File: src/hw/svf_pkg.sv
// Shared constants and types for the synchronous pulse-output converter core.
// Assumes a 100 MHz system clock and digitised differential input codes.
package svf_pkg;

   // ----------------------------------------
   // Sample format
   // ----------------------------------------
   localparam int SAMPLE_W = 16;
   localparam int ACC_W = 18;
   // Full-scale code for one reference span
   localparam logic [ACC_W-1:0] REF_CODE = 18'h08000;

   // ----------------------------------------
   // Transfer constants
   // ----------------------------------------
   // Rate limits in units of 1/20 of the clock: 1/20 = 0.05, 9/20 = 0.45
   localparam logic [ACC_W-1:0] RATE_DEN = 18'h00014;
   localparam logic [ACC_W-1:0] RATE_MIN_NUM = 18'h00001;
   localparam logic [ACC_W-1:0] RATE_SPAN_NUM = 18'h00008;

   // ----------------------------------------
   // Settling
   // ----------------------------------------
   localparam logic [3:0] SETTLE_MULTI = 4'h2;
   localparam logic [3:0] SETTLE_SINGLE = 4'hA;

   // ----------------------------------------
   // Wishbone register map (byte addresses)
   // ----------------------------------------
   localparam logic [3:0] ADDR_STATUS = 4'h0;
   localparam logic [3:0] ADDR_COUNT = 4'h4;
   localparam logic [3:0] ADDR_CTRL = 4'h8;
   localparam logic [31:0] CTRL_RESET = 32'h00000000;

   // ----------------------------------------
   // Channel pairing
   // ----------------------------------------
   typedef enum logic [1:0] {
      SVF_PAIR_1_4 = 2'b00,
      SVF_PAIR_2_4 = 2'b01,
      SVF_PAIR_3_4 = 2'b10,
      SVF_PAIR_1_2 = 2'b11
   } svf_pair_t;

   typedef struct packed {
      svf_pair_t pair;
      logic polarity_select;
      logic gain;
   } svf_cfg_t;

   typedef struct packed {
      logic [SAMPLE_W-1:0] analog_in_1;
      logic [SAMPLE_W-1:0] analog_in_2;
      logic [SAMPLE_W-1:0] analog_in_3;
      logic [SAMPLE_W-1:0] analog_in_4;
   } svf_inputs_t;

endpackage

File: src/hw/svf_core.sv
// Digital core of a synchronous voltage-to-frequency converter.
// Assumes digitised input codes on the clock domain, static strap pins
// that may change asynchronously, and a classic Wishbone master.
`timescale 1ns/1ps
module svf_core #(
   parameter bit MULTI = 1'b1 // 1: multichannel variant, 0: single-channel
) (
   input wire logic clk_i, // Master clock
   input wire logic rst_i, // Synchronous reset, active high
   input wire logic chan_sel_hi_i, // Pairing select, upper bit
   input wire logic chan_sel_lo_i, // Pairing select, lower bit
   input wire logic polarity_select_i, // 1 unipolar, 0 bipolar
   input wire logic gain_i, // 0 gain one, 1 gain two
   input wire logic standby_n_i, // Standby when low
   input wire svf_pkg::svf_inputs_t analog_i, // Digitised input codes
   output logic pulse_output_o, // Frequency output
   output logic oscillator_out_o, // Clock presence indication
   output logic settled_o, // Output valid after settling
   input wire logic wb_cyc_i, // Wishbone cycle
   input wire logic wb_stb_i, // Wishbone strobe
   input wire logic wb_we_i, // Wishbone write enable
   input wire logic [3:0] wb_adr_i, // Wishbone byte address
   input wire logic [3:0] wb_sel_i, // Wishbone byte selects
   input wire logic [31:0] wb_dat_i, // Wishbone write data
   output logic [31:0] wb_dat_o, // Wishbone read data
   output logic wb_ack_o, // Wishbone acknowledge
   output logic wb_err_o // Wishbone error, unmapped address
);
   localparam int W = svf_pkg::ACC_W;

   // ----------------------------------------
   // Pin synchronisers
   // ----------------------------------------
   logic [4:0] pin_meta_reg;
   logic [4:0] pin_sync_reg;

   always_ff @(posedge clk_i) begin
      if (rst_i) begin
         pin_meta_reg <= 5'h00;
         pin_sync_reg <= 5'h00;
      end else begin
         pin_meta_reg <= {chan_sel_hi_i, chan_sel_lo_i, polarity_select_i, gain_i,
                          standby_n_i};
         pin_sync_reg <= pin_meta_reg;
      end
   end

   svf_pkg::svf_cfg_t cfg;
   logic standby_n;

   always_comb begin
      cfg.pair = svf_pkg::svf_pair_t'(pin_sync_reg[4:3]);
      cfg.polarity_select = pin_sync_reg[2];
      cfg.gain = pin_sync_reg[1];
      standby_n = pin_sync_reg[0];
   end

   // ----------------------------------------
   // Control register
   // ----------------------------------------
   // Bit 0 forces standby from software; bit 1 clears the pulse counter
   logic [31:0] ctrl_reg;
   logic soft_standby;
   logic run;

   assign soft_standby = ctrl_reg[0];
   assign run = standby_n && !soft_standby;

   // ----------------------------------------
   // Input selection and range
   // ----------------------------------------
   function automatic logic signed [W:0] sext(input logic [svf_pkg::SAMPLE_W-1:0] v);
      sext = (W+1)'(signed'(v));
   endfunction

   logic signed [W:0] vpos;
   logic signed [W:0] vneg;
   logic signed [W+1:0] diff;
   logic signed [W+2:0] scaled;
   logic signed [W+2:0] shifted;
   logic [W-1:0] level;
   logic signed [W+2:0] ref_s;

   always_comb begin
      vpos = sext(analog_i.analog_in_1);
      vneg = sext(analog_i.analog_in_4);
      if (MULTI) begin
         case (cfg.pair)
            svf_pkg::SVF_PAIR_1_4: begin
               vpos = sext(analog_i.analog_in_1);
               vneg = sext(analog_i.analog_in_4);
            end
            svf_pkg::SVF_PAIR_2_4: begin
               vpos = sext(analog_i.analog_in_2);
               vneg = sext(analog_i.analog_in_4);
            end
            svf_pkg::SVF_PAIR_3_4: begin
               vpos = sext(analog_i.analog_in_3);
               vneg = sext(analog_i.analog_in_4);
            end
            svf_pkg::SVF_PAIR_1_2: begin
               vpos = sext(analog_i.analog_in_1);
               vneg = sext(analog_i.analog_in_2);
            end
            default: begin
               vpos = sext(analog_i.analog_in_1);
               vneg = sext(analog_i.analog_in_4);
            end
         endcase
      end else begin
         vpos = sext(analog_i.analog_in_1);
         vneg = '0;
      end
      diff = (W+2)'(vpos) - (W+2)'(vneg);
      ref_s = (W+3)'(signed'({1'b0, svf_pkg::REF_CODE}));
      // Gain two doubles the input, halving the span
      if (MULTI && cfg.gain) begin
         scaled = (W+3)'(diff) <<< 1;
      end else begin
         scaled = (W+3)'(diff);
      end
      if (!MULTI || cfg.polarity_select) begin
         shifted = scaled;
      end else begin
         // Map -ref..+ref onto 0..ref
         shifted = (scaled + ref_s) >>> 1;
      end
      if (shifted < 0) begin
         level = '0;
      end else if (shifted > ref_s) begin
         level = svf_pkg::REF_CODE;
      end else begin
         level = W'(shifted);
      end
   end

   // ----------------------------------------
   // Modulator and output pulse
   // ----------------------------------------
   logic fire;

   svf_modulator u_mod (
      .clk_i(clk_i),
      .rst_i(rst_i),
      .run_i(run),
      .level_i(level),
      .fire_o(fire)
   );

   always_ff @(posedge clk_i) begin
      if (rst_i || !run) begin
         pulse_output_o <= 1'b0;
      end else begin
         // Registered single-cycle pulse: starts on an edge, one clock wide
         pulse_output_o <= fire;
      end
   end

   always_ff @(posedge clk_i) begin
      if (rst_i) begin
         oscillator_out_o <= 1'b0;
      end else begin
         oscillator_out_o <= ~oscillator_out_o;
      end
   end

   // ----------------------------------------
   // Settling tracker
   // ----------------------------------------
   logic [3:0] settle_reg;
   logic [4:0] cfg_last_reg;
   logic [3:0] settle_len;

   assign settle_len = MULTI ? svf_pkg::SETTLE_MULTI : svf_pkg::SETTLE_SINGLE;

   always_ff @(posedge clk_i) begin
      if (rst_i || !run) begin
         settle_reg <= 4'h0;
         settled_o <= 1'b0;
      end else if (pin_sync_reg[4:1] != cfg_last_reg[4:1]) begin
         settle_reg <= 4'h0;
         settled_o <= 1'b0;
      end else if (settle_reg < settle_len) begin
         settle_reg <= settle_reg + 4'h1;
         settled_o <= (settle_reg + 4'h1) == settle_len;
      end else begin
         settled_o <= 1'b1;
      end
   end

   always_ff @(posedge clk_i) begin
      if (rst_i) begin
         cfg_last_reg <= 5'h00;
      end else begin
         cfg_last_reg <= pin_sync_reg;
      end
   end

   // ----------------------------------------
   // Pulse counter
   // ----------------------------------------
   logic [31:0] count_reg;
   logic wb_hit;
   logic wb_wr_ctrl;

   assign wb_hit = wb_cyc_i && wb_stb_i && !wb_ack_o && !wb_err_o;
   assign wb_wr_ctrl = wb_hit && wb_we_i && (wb_adr_i == svf_pkg::ADDR_CTRL);

   always_ff @(posedge clk_i) begin
      if (rst_i) begin
         count_reg <= 32'h00000000;
      end else if (wb_wr_ctrl && wb_sel_i[0] && wb_dat_i[1]) begin
         count_reg <= 32'h00000000;
      end else if (fire && run) begin
         count_reg <= count_reg + 32'h00000001;
      end
   end

   // ----------------------------------------
   // Wishbone slave
   // ----------------------------------------
   always_ff @(posedge clk_i) begin
      if (rst_i) begin
         ctrl_reg <= svf_pkg::CTRL_RESET;
      end else if (wb_wr_ctrl && wb_sel_i[0]) begin
         ctrl_reg <= {31'h00000000, wb_dat_i[0]};
      end
   end

   logic mapped;

   assign mapped = (wb_adr_i == svf_pkg::ADDR_STATUS) || (wb_adr_i == svf_pkg::ADDR_COUNT)
                || (wb_adr_i == svf_pkg::ADDR_CTRL);

   always_ff @(posedge clk_i) begin
      if (rst_i) begin
         wb_ack_o <= 1'b0;
         wb_err_o <= 1'b0;
         wb_dat_o <= 32'h00000000;
      end else begin
         wb_ack_o <= wb_hit && mapped;
         wb_err_o <= wb_hit && !mapped;
         wb_dat_o <= 32'h00000000;
         if (wb_hit && !wb_we_i) begin
            case (wb_adr_i)
               svf_pkg::ADDR_STATUS: begin
                  wb_dat_o <= {25'h0000000, settled_o, run, cfg.pair,
                               cfg.polarity_select, cfg.gain, standby_n};
               end
               svf_pkg::ADDR_COUNT: begin
                  wb_dat_o <= count_reg;
               end
               svf_pkg::ADDR_CTRL: begin
                  wb_dat_o <= ctrl_reg;
               end
               default: begin
                  wb_dat_o <= 32'h00000000;
               end
            endcase
         end
      end
   end
endmodule

File: src/hw/svf_modulator.sv
// First-order charge-balancing loop with a one-bit feedback step.
// Assumes its normalised input lies in 0 .. REF_CODE, one sample each clock.
`timescale 1ns/1ps
module svf_modulator (
   input wire logic clk_i, // System clock
   input wire logic rst_i, // Synchronous reset, active high
   input wire logic run_i, // Loop running
   input wire logic [svf_pkg::ACC_W-1:0] level_i, // Input 0 .. REF_CODE
   output logic fire_o // One-bit feedback decision
);
   // ----------------------------------------
   // Charge per cycle
   // ----------------------------------------
   // Add = min + level*span, decide when charge reaches one full quantum
   logic [svf_pkg::ACC_W+3:0] step;
   logic [svf_pkg::ACC_W+3:0] quantum;
   logic [svf_pkg::ACC_W+3:0] acc_reg;
   logic [svf_pkg::ACC_W+3:0] acc_next;

   always_comb begin
      step = {4'h0, svf_pkg::REF_CODE} * 22'(svf_pkg::RATE_MIN_NUM)
           + {4'h0, level_i} * 22'(svf_pkg::RATE_SPAN_NUM);
      quantum = {4'h0, svf_pkg::REF_CODE} * 22'(svf_pkg::RATE_DEN);
      acc_next = acc_reg + step;
      if (acc_next >= quantum) begin
         acc_next = acc_next - quantum;
      end
   end

   always_ff @(posedge clk_i) begin
      if (rst_i || !run_i) begin
         acc_reg <= '0;
         fire_o <= 1'b0;
      end else begin
         acc_reg <= acc_next;
         fire_o <= (acc_reg + step) >= quantum;
      end
   end
endmodule

File: config.mk
export PLATFORM = sky130hd
export DESIGN_NAME = svf_core
export DESIGN_NICKNAME = d
export VERILOG_FILES = /design/src/hw/svf_pkg.sv /design/src/hw/svf_core.sv /design/src/hw/svf_modulator.sv
export SDC_FILE = /design/constraint.sdc
export NUM_CORES = 1
export LEC_CHECK = 0
export ABC_AREA = 1
export ABC_CLOCK_PERIOD_IN_PS = 11200
export BUFFER_PORTS_ARGS = -buffer_cell sky130_fd_sc_hd__buf_2
export CAP_MARGIN = 40
export CORE_MARGIN = 2
export CORE_UTILIZATION = 24
export CTS_BUF_LIST = sky130_fd_sc_hd__clkbuf_8
export CTS_CLUSTER_DIAMETER = 30
export DETAILED_ROUTE_END_ITERATION = 6
export GPL_TIMING_DRIVEN = 1
export SKIP_CTS_REPAIR_TIMING = 1
export SLEW_MARGIN = 15
export SYNTH_ARGS = -nofsm -noshare
export SYNTH_HDL_FRONTEND = slang
export SYNTH_SLANG_ARGS = --single-unit
File: constraint.sdc
create_clock -name clk_i -period 11.2 [get_ports clk_i]
set_clock_uncertainty 0.05 [all_clocks]
set_input_delay 0 -clock clk_i [delete_from_list [all_inputs] [get_ports clk_i]]
set_output_delay 0 -clock clk_i [all_outputs]
set_load 0.02 [all_outputs]
# Yosys cells after proc, flatten, opt, wreduce, memory -nomap -nowiden

Cells that the tools add are included.

Register bits after elaboration: 112
Input bits: 114
Output and inout bits: 37
Logic and storage cells: 71

$add $sub $neg: 7
Magnitude comparators: 4
Equality and inequality tests: 7
Muxes and demuxes: 9
Bitwise gates (word level): 2
Reduce and logical (&&, ||, !) cells: 28

Operators by type and width:

| kind                     | number |
|---|---|
| $pmux W32 S3             | 1 |
| $pmux W19 S3             | 1 |
| $pmux W19 S2             | 1 |
| $mux W18                 | 2 |
| $add A32 B1 Y32 const B  | 1 |
| $add A16 B21 Y22 const A | 1 |
| $add A22 B22 Y22         | 1 |
| $ge A22 B20 Y1 const B   | 1 |
| $mux W22                 | 1 |
| $sub A22 B20 Y22 const B | 1 |
| $add A21 B17 Y21 const B | 1 |
| $gt A21 B17 Y1 const B   | 1 |
| $lt A21 B1 Y1 const B    | 1 |
| $mux W21                 | 1 |
| $mux W20                 | 1 |
| $sub A19 B19 Y20         | 1 |
| $logic_and A1 B1 Y1      | 12 |
| $reduce_or A2 Y1         | 4 |
| $logic_not A1 Y1         | 6 |
| $add A4 B1 Y4 const B    | 1 |
| $eq A2 B2 Y1 const B     | 2 |
| $eq A4 B2 Y1 const B     | 1 |
| $eq A4 B3 Y1 const B     | 1 |
| $eq A4 B4 Y1 const B     | 1 |
| 9 further kinds          | 12 |

# Depth between registers and ports, before layout

Gate-level depths: netlist of run 1.

Depth in word-level cells: 14
Gate-level depth with buffers: 48
Depth with buffers taken out: 45

# Modules after synthesis

A second synthesis of run 1 with hierarchy kept.

Cells, all modules: 1193
Area total of the unflattened synthesis: 7801.2 µm²

Modules (own cells, without submodules):

| module        | instances | cells each | area each (µm²) | sequential area each (µm²) |
|---|---|---|---|---|
| svf_core      | 1         | 909        | 5834.3          | 1761.7 |
| svf_modulator | 1         | 284        | 1966.9          | 400.4 |

# Worst setup path before layout of run 1

Ideal clock, no wire load.

Path kind: register to register
Start point: register pin_sync_reg[3]
End point: register u_mod.acc_reg[21] (netlist bit)
Library setup time: 70 ps
Data arrival time: 5879 ps
Required time: 11080 ps
Path slack: 5201 ps
Stages on the path, launching flop included: 44
Path buffers: 3
Clock period less this slack: 5999 ps
Path through: dfxtp_1 inv_1 ha_1 clkbuf_1 clkbuf_1 a221o_1 o21ai_0 ha_1 inv_1 fa_1 nand3_1 nand3_2 nand2_1 nand2_1 nand2_1 nand3_1 nand2_1 inv_2 [... 8 more ...] nand2_4 buf_12 nor2_4 ha_1 ha_1 fa_1 a21oi_1 nor2_1 nor2_1 o21ai_1 nand4_1 nand2_1 xor2_1 ha_1 or2_2 nand2_1 nand2_1 a21oi_1

Cells in the longest elaborated chain, start to end: 14
Elaborated cells on any way between the ends: 21
Those cells by class: add/sub: 5; order compare: 3; eq/ne: 3; mux: 7; reduce/logical: 3

Ends and longest elaborated chain:

| item                                                           | RTL line                                 | text |
|---|---|---|
| start: declaration                                             | svf_core.sv:35                           | `logic [4:0] pin_sync_reg;` |
| start signal: assignment                                       | svf_core.sv:44                           | `pin_sync_reg <= pin_meta_reg;` |
| $eq A2 B2 Y1 (tied with other cells)                           | svf_core.sv:88                           | `case (cfg.pair)` |
| $reduce_or A3 Y1 (no line) or $reduce_or A2 Y1 (tied branches) | --                                       |  |
| $pmux W19 S2 or $pmux W19 S3 (tied branches)                   | svf_core.sv:88                           |  |
| $sub A19 B19 Y20 (*)                                           | svf_core.sv:114                          | `diff = (W+2)'(vpos) - (W+2)'(vneg);` |
| $mux W20                                                       | svf_core.sv:117                          | `if (MULTI && cfg.gain) begin` |
| $add A21 B17 Y21                                               | svf_core.sv:126                          | `shifted = (scaled + ref_s) >>> 1;` |
| $mux W21 (*)                                                   | svf_core.sv:122                          | `if (!MULTI \|\| cfg.polarity_select) begin` |
| $gt A21 B17 Y1                                                 | svf_core.sv:130                          | `end else if (shifted > ref_s) begin` |
| $mux W18                                                       | svf_core.sv:130                          |  |
| $mux W18 (*)                                                   | svf_core.sv:128                          | `if (shifted < 0) begin` |
| $add A16 B21 Y22 (*)                                           | svf_modulator.sv:22                      | `+ {4'h0, level_i} * 22'(svf_pkg::RATE_SPAN_NUM);` |
| $add A22 B22 Y22 (*)                                           | svf_modulator.sv:24                      | `acc_next = acc_reg + step;` |
| $sub A22 B20 Y22 or $ge A22 B20 Y1 (tied branches)             | svf_modulator.sv:26, svf_modulator.sv:25 |  |
| $mux W22 (*)                                                   | svf_modulator.sv:25                      | `if (acc_next >= quantum) begin` |
| end signal: assignment                                         | svf_modulator.sv:35                      | `acc_reg <= acc_next;` |
| end: declaration                                               | svf_modulator.sv:17                      | `logic [svf_pkg::ACC_W+3:0] acc_reg;` |

Mark *: on every way between the ends. The rest lies on a longest branch, timed or not.
A chain may end at the register's enable or synchronous reset.

# Final worst setup path of run 1

Start point: register pin_sync_reg[4]
End point: register u_mod.acc_reg[20] (netlist bit)

Same word-level chain as after synthesis.

==> flow_summary.yaml, run 1 <==
status:
  outcome: "finished, violations left"
  violations: "negative hold slack"
synth:
  yosysUniqueCellTypes: 58
  synthArstFlopShare_pct: 0
  yosysWarnings: 0
  synth.top_cells.by_area: "dfxtp_1, nand2_1, ha_1"
  synth_edf_count: 0
  synth-main-ff-cell: "dfxtp_1"
  synthTopCellsByCount: "nand2_1, inv_1, dfxtp_1"
  syn_inst: 1089
  yosysMostFrequentCell: "nand2_1"
  synth.avg_cell_area_um2: 6.79
  netlist_area_mm2: 0.00740
  yosys.area.top_type: "dfxtp_1"
  synth_seq_cells: 108
  synth_seq_area_share_pct: 29.2
  synth_top_area_share_pct: 29.2
detailed_routing:
  post_drt_via_cell_ratio: 4.42
  antenna_left: 0
  num_vias: 7109
  drtIter0Drc: 313
  wl_per_cell_um: 11.0
  firstDrtPassIters: 4
  drc: 0
  drt_wl_total_mm: 17.7
critical_path:
  cp.required_ps: 11450
  cp-start-kind: "register"
  crit_path_max_incr_delay_ps: 700
  critPathKind: "reg2reg"
  cpMostUsedCell: "nand2_1"
  r2r_start: "pin_sync_reg[4]"
  endpoint_kind: "register"
  cp_slowest_cell: "ha_1"
  crit_start: "pin_sync_reg[4]"
  path_max_fanout: 24
  arrival_ps: 7250
layout:
  fin_util_pct: 28.8
  antenna_cells: 0
  finalNetCount: 1384
  fin_cells: 1610
  final_area_mm2: 0.00877
  drive_gt1_share_pct: 16.3
  syn_to_final_growth_pct: 18.6
cts:
  clockBufferDepth: 2
  htreeDepth: 3
  clk_pin_slew_ps: 130
  numCtsBuffers: 9
  cts.sinks: 108
  clk_latency_ps: 400
  cts_root_buffer: "clkbuf_8"
  cts_tree: "built"
place:
  dp_hpwl_mm: 14.0
  placed_area_mm2: 0.00838
  place_inst: 1577
  gp_congestion: 0.830
  portBuffers: 117
run:
  max_cap_violations: 0
pwr:
  p_leak_uw: 0.00425
  power_density_mw_per_mm2: 111
  peakVddDrop_v: 0.0000570
grt:
  grt_antenna_before_repair: 0
  grt_pass1_vias: 6690
  grt_pass1_wl_mm: 30.3
  grt_start_max_net_pins: 28
  grt_overflow: 0
  track_usage_pct: 11.0
timing:
  finalCritPeriodShare_pct: 62.5
  hold_viol: 2
  rsz0062_at_grt: "false"
  period_needed_ps: 7000
  finalSetupTns_ps: 0
  drv_slew: 0
  timing.hold.ws_ps: -7.60
  fmaxAchievable_ghz: 0.143
  worst_pin_slew_ps: 787
  setup_viol: 0
  maxSlewHeadroom_pct: 47.5
floorplanning:
  design.portCount: 151
  rows: 64
  die_x_um: 180
  core_area_mm2: 0.0305
  start_util_pct: 24.3
  die_y_um: 180
  dieArea_mm2: 0.0323
worst_hold_path:
  min_path_type: "in2reg"
  holdCritStartpoint: "wb_dat_i[1]"
## worst paths after layout
| check | end | slack [ps] | cells past startpoint |
|---|---|---|---|
| max | u_mod.acc_reg[20] | 4200 | 41 |
| min | count_reg[0] | -8 | 4 |
| max reg2reg | u_mod.acc_reg[20] | 4200 | 41 |
| min reg2reg | pin_sync_reg[3] | 360 | 2 |
## routing by layer
metal	GRT usage [%]	wire length, um	up-vias
met2	18.5	8110	86
met3	1.42	536	13
met5	0	0	-
li1	-	-	3787
met4	3.58	234	0
met1	14.5	8800	3223
## per-stage QoR
| step | hold WS, ps | total power, uW | setup slack (ps) |
|---|---|---|---|
| after floorplan | 41.5 | 656 | 5200 |
| after global placement | 157 | 711 | 4190 |
| after detailed placement | 163 | 715 | 4160 |
| after CTS | -264 | 987 | 4140 |
| after global routing | 15.0 | 1050 | 3300 |
| final | -7.60 | 977 | 4200 |
## layout make-up
type | instances | area, um2
Clock buffer | 9 | 124
Clock inverter | 7 | 103
Fill cell | 3340 | 21700
Inverter | 166 | 624
Multi-Input combinational cell | 786 | 4460
Sequential cell | 108 | 2160
Tap cell | 396 | 495
Timing Repair Buffer | 138 | 806
## power by group
| part | switching, uW | internal [uW] | total, uW |
|---|---|---|---|
| registers | 2.83 | 388 | 391 |
| clock network | 156 | 111 | 268 |
| logic | 199 | 119 | 318 |
## worst max-delay path, delay by kind of cell, from the launching register on
kind            cells  cell delay (ps)
flops               1              360
buf+inv             4              600
fa+ha+maj           6             2200
compound gates      4              590
xor+xnor            2              500
simple gates       25             2590
## kinds of logic after synthesis
group / share of synthesized area, %
AND/OR/NAND/NOR: 32.9
adder cells (fa/ha/maj): 10.5
buffers and inverters: 10.6
flip-flops: 29.2
other: 0.0507
multiplexers: 1.23
AO/OA/AOI/OAI: 12.3
XOR/XNOR: 3.30
## cells in the final DEF (no fill, tap or decap), drive strengths merged, types with 2 or more instances in the layout
master       instances
buf                122
o31ai                2
xnor2                8
xor2                19
nand3b               2
fa                   2
nand4               17
o21ai               46
o21a                 7
clkbuf               9
or2                  3
dlygate4sd3         16
o22ai                4
a221o                9
conb                 2
nor4                 6
and2                 2
nor3b                2
a21oi               63
a31oi                3
ha                  59
mux2i                8
nor2               115
a211oi               3
nor3                48
nand2              254
clkinv               6
inv                166
nand3               86
a22oi                7
dfxtp              108
(Power assumes the default switching activity.)
==> run 2: changes to the inputs <==
--- a/config.mk
+++ b/config.mk
@@ -6,7 +6,7 @@
 export NUM_CORES = 1
 export LEC_CHECK = 0
 export ABC_AREA = 1
-export ABC_CLOCK_PERIOD_IN_PS = 11200
+export ABC_CLOCK_PERIOD_IN_PS = 6200
 export BUFFER_PORTS_ARGS = -buffer_cell sky130_fd_sc_hd__buf_2
 export CAP_MARGIN = 40
 export CORE_MARGIN = 2
==> constraint.sdc (replaced) <==
create_clock -name clk_i -period 6.2 [get_ports clk_i]
set_clock_uncertainty 0.05 [all_clocks]
set_input_delay 0 -clock clk_i [delete_from_list [all_inputs] [get_ports clk_i]]
set_output_delay 0 -clock clk_i [all_outputs]
set_load 0.02 [all_outputs]
==> flow_summary.yaml, run 2 (synthesis gave the netlist of run 1 again) <==
status:
  outcome: "finished, final reports clean"
critical_path:
  cpMostUsedCell: "nand2_1"
  crit_path_max_incr_delay_ps: 380
  arrival_ps: 6030
  path_max_fanout: 25
  endpoint_kind: "register"
  cp-start-kind: "register"
  critPathBufInv: 4
  critPathKind: "reg2reg"
  cp.required_ps: 6480
  cp_slowest_cell: "fa_2"
  path_delay_family: "simple AND/OR/NAND/NOR gates"
place:
  place_ws_ps: 108
  portBuffers: 117
  placed_area_mm2: 0.00872
  dp_hpwl_mm: 14.5
  gp_congestion: 0.842
layout:
  antenna_cells: 0
  fin_util_pct: 30.7
  drive_gt1_share_pct: 22.7
  final_area_mm2: 0.00935
  fillers: 3289
  syn_to_final_growth_pct: 26.4
  layout_commonest_cell: "nand2_1"
  layout_common_cells: "nand2_1, inv_1, buf_2"
  finalNetCount: 1426
detailed_routing:
  post_drt_via_cell_ratio: 4.43
  drc: 0
  antenna_left: 0
  num_vias: 7314
  firstDrtPassIters: 4
  wl_per_cell_um: 11.1
  drt_wl_total_mm: 18.3
  drtIter0Drc: 298
pwr:
  p_sw_uw: 675
  power_density_mw_per_mm2: 199
  p_int_uw: 1190
  p_sw_share_pct: 36.2
  power_frac_clock_pct: 25.5
  peakVddDrop_v: 0.000119
  seqPwrFrac_pct: 37.9
  p_comb_share_pct: 36.6
  p_leak_uw: 0.00444
timing:
  fmaxAchievable_ghz: 0.174
  finalCritPeriodShare_pct: 92.8
  worst_pin_slew_ps: 842
  finalSetupTns_ps: 0
  timing.hold.ws_ps: 24.8
  period_needed_ps: 5750
  setup_viol: 0
  fin_ws_ps: 446
  maxSlewHeadroom_pct: 43.7
  drv_slew: 0
  hold_viol: 0
floorplanning:
  core_area_mm2: 0.0305
  design.portCount: 151
  start_util_pct: 24.3
  dieArea_mm2: 0.0323
  rows: 64
  die_y_um: 180
  die_x_um: 180
cts:
  clockBufferDepth: 2
  clk_latency_ps: 390
  clk_pin_slew_ps: 120
  cts_tree: "built"
  cts.sinks: 108
  htreeDepth: 3
  numCtsBuffers: 9
  cts_root_buffer: "clkbuf_8"
run:
  max_cap_violations: 0
grt:
  grt_overflow: 0
  grt_antenna_before_repair: 0
  grt_pass1_wl_mm: 31.6
  track_usage_pct: 11.4
  grt_pass1_vias: 7017
  grt_start_max_net_pins: 25
worst_hold_path:
  min_path_type: "in2reg"
## run 2: stage by stage
stage               cells  power (uW)
floorplan            1090        1180
global placement     1616        1350
detailed placement   1618        1350
CTS                  1634        1840
global route         1652        2010
finish               1652        1860
## run 2: final timing paths
check / from / to / slack [ps] / cells past startpoint
min reg2reg: pin_meta_reg[3] / pin_sync_reg[3] / 360 / 2
min: wb_dat_i[1] / count_reg[0] / 20 / 4
max: pin_sync_reg[3] / u_mod.acc_reg[21] / 450 / 41
max reg2reg: pin_sync_reg[3] / u_mod.acc_reg[21] / 450 / 41
## run 2: cell type report
class | instances | area [um2] | share of cell area [%]
timing repair inverter | 1 | 5.00 | 0.0535
inverter | 166 | 628 | 6.72
tap | 396 | 495 | 5.30
multi-input combinational | 786 | 4690 | 50.2
timing repair buffer | 179 | 1140 | 12.2
sequential | 108 | 2160 | 23.1
clock buffer | 9 | 124 | 1.32
clock inverter | 7 | 103 | 1.10
## run 2: power by group through the flow
stage          Sequential [uW]  Clock [uW]  Combinational [uW]
6_report                   706         475                 681
3_5_place_dp               722           0                 631
2_1_floorplan              721           0                 463
5_1_grt                    708         527                 779
3_3_place_gp               722           0                 624
4_1_cts                    706         496                 636
## run 2: routing by layer
layer	up-vias	wire length (um)	global-route usage, %
li1	3878	-	-
met1	3301	8880	14.8
met2	111	8610	19.6
met3	24	592	1.70
met4	0	243	3.02
met5	-	0	0
## run 2: worst min-delay path: stages
cell and delay (ps):
buf_2 70, nand2_1 40, nand2_1 240, a21oi_1 70
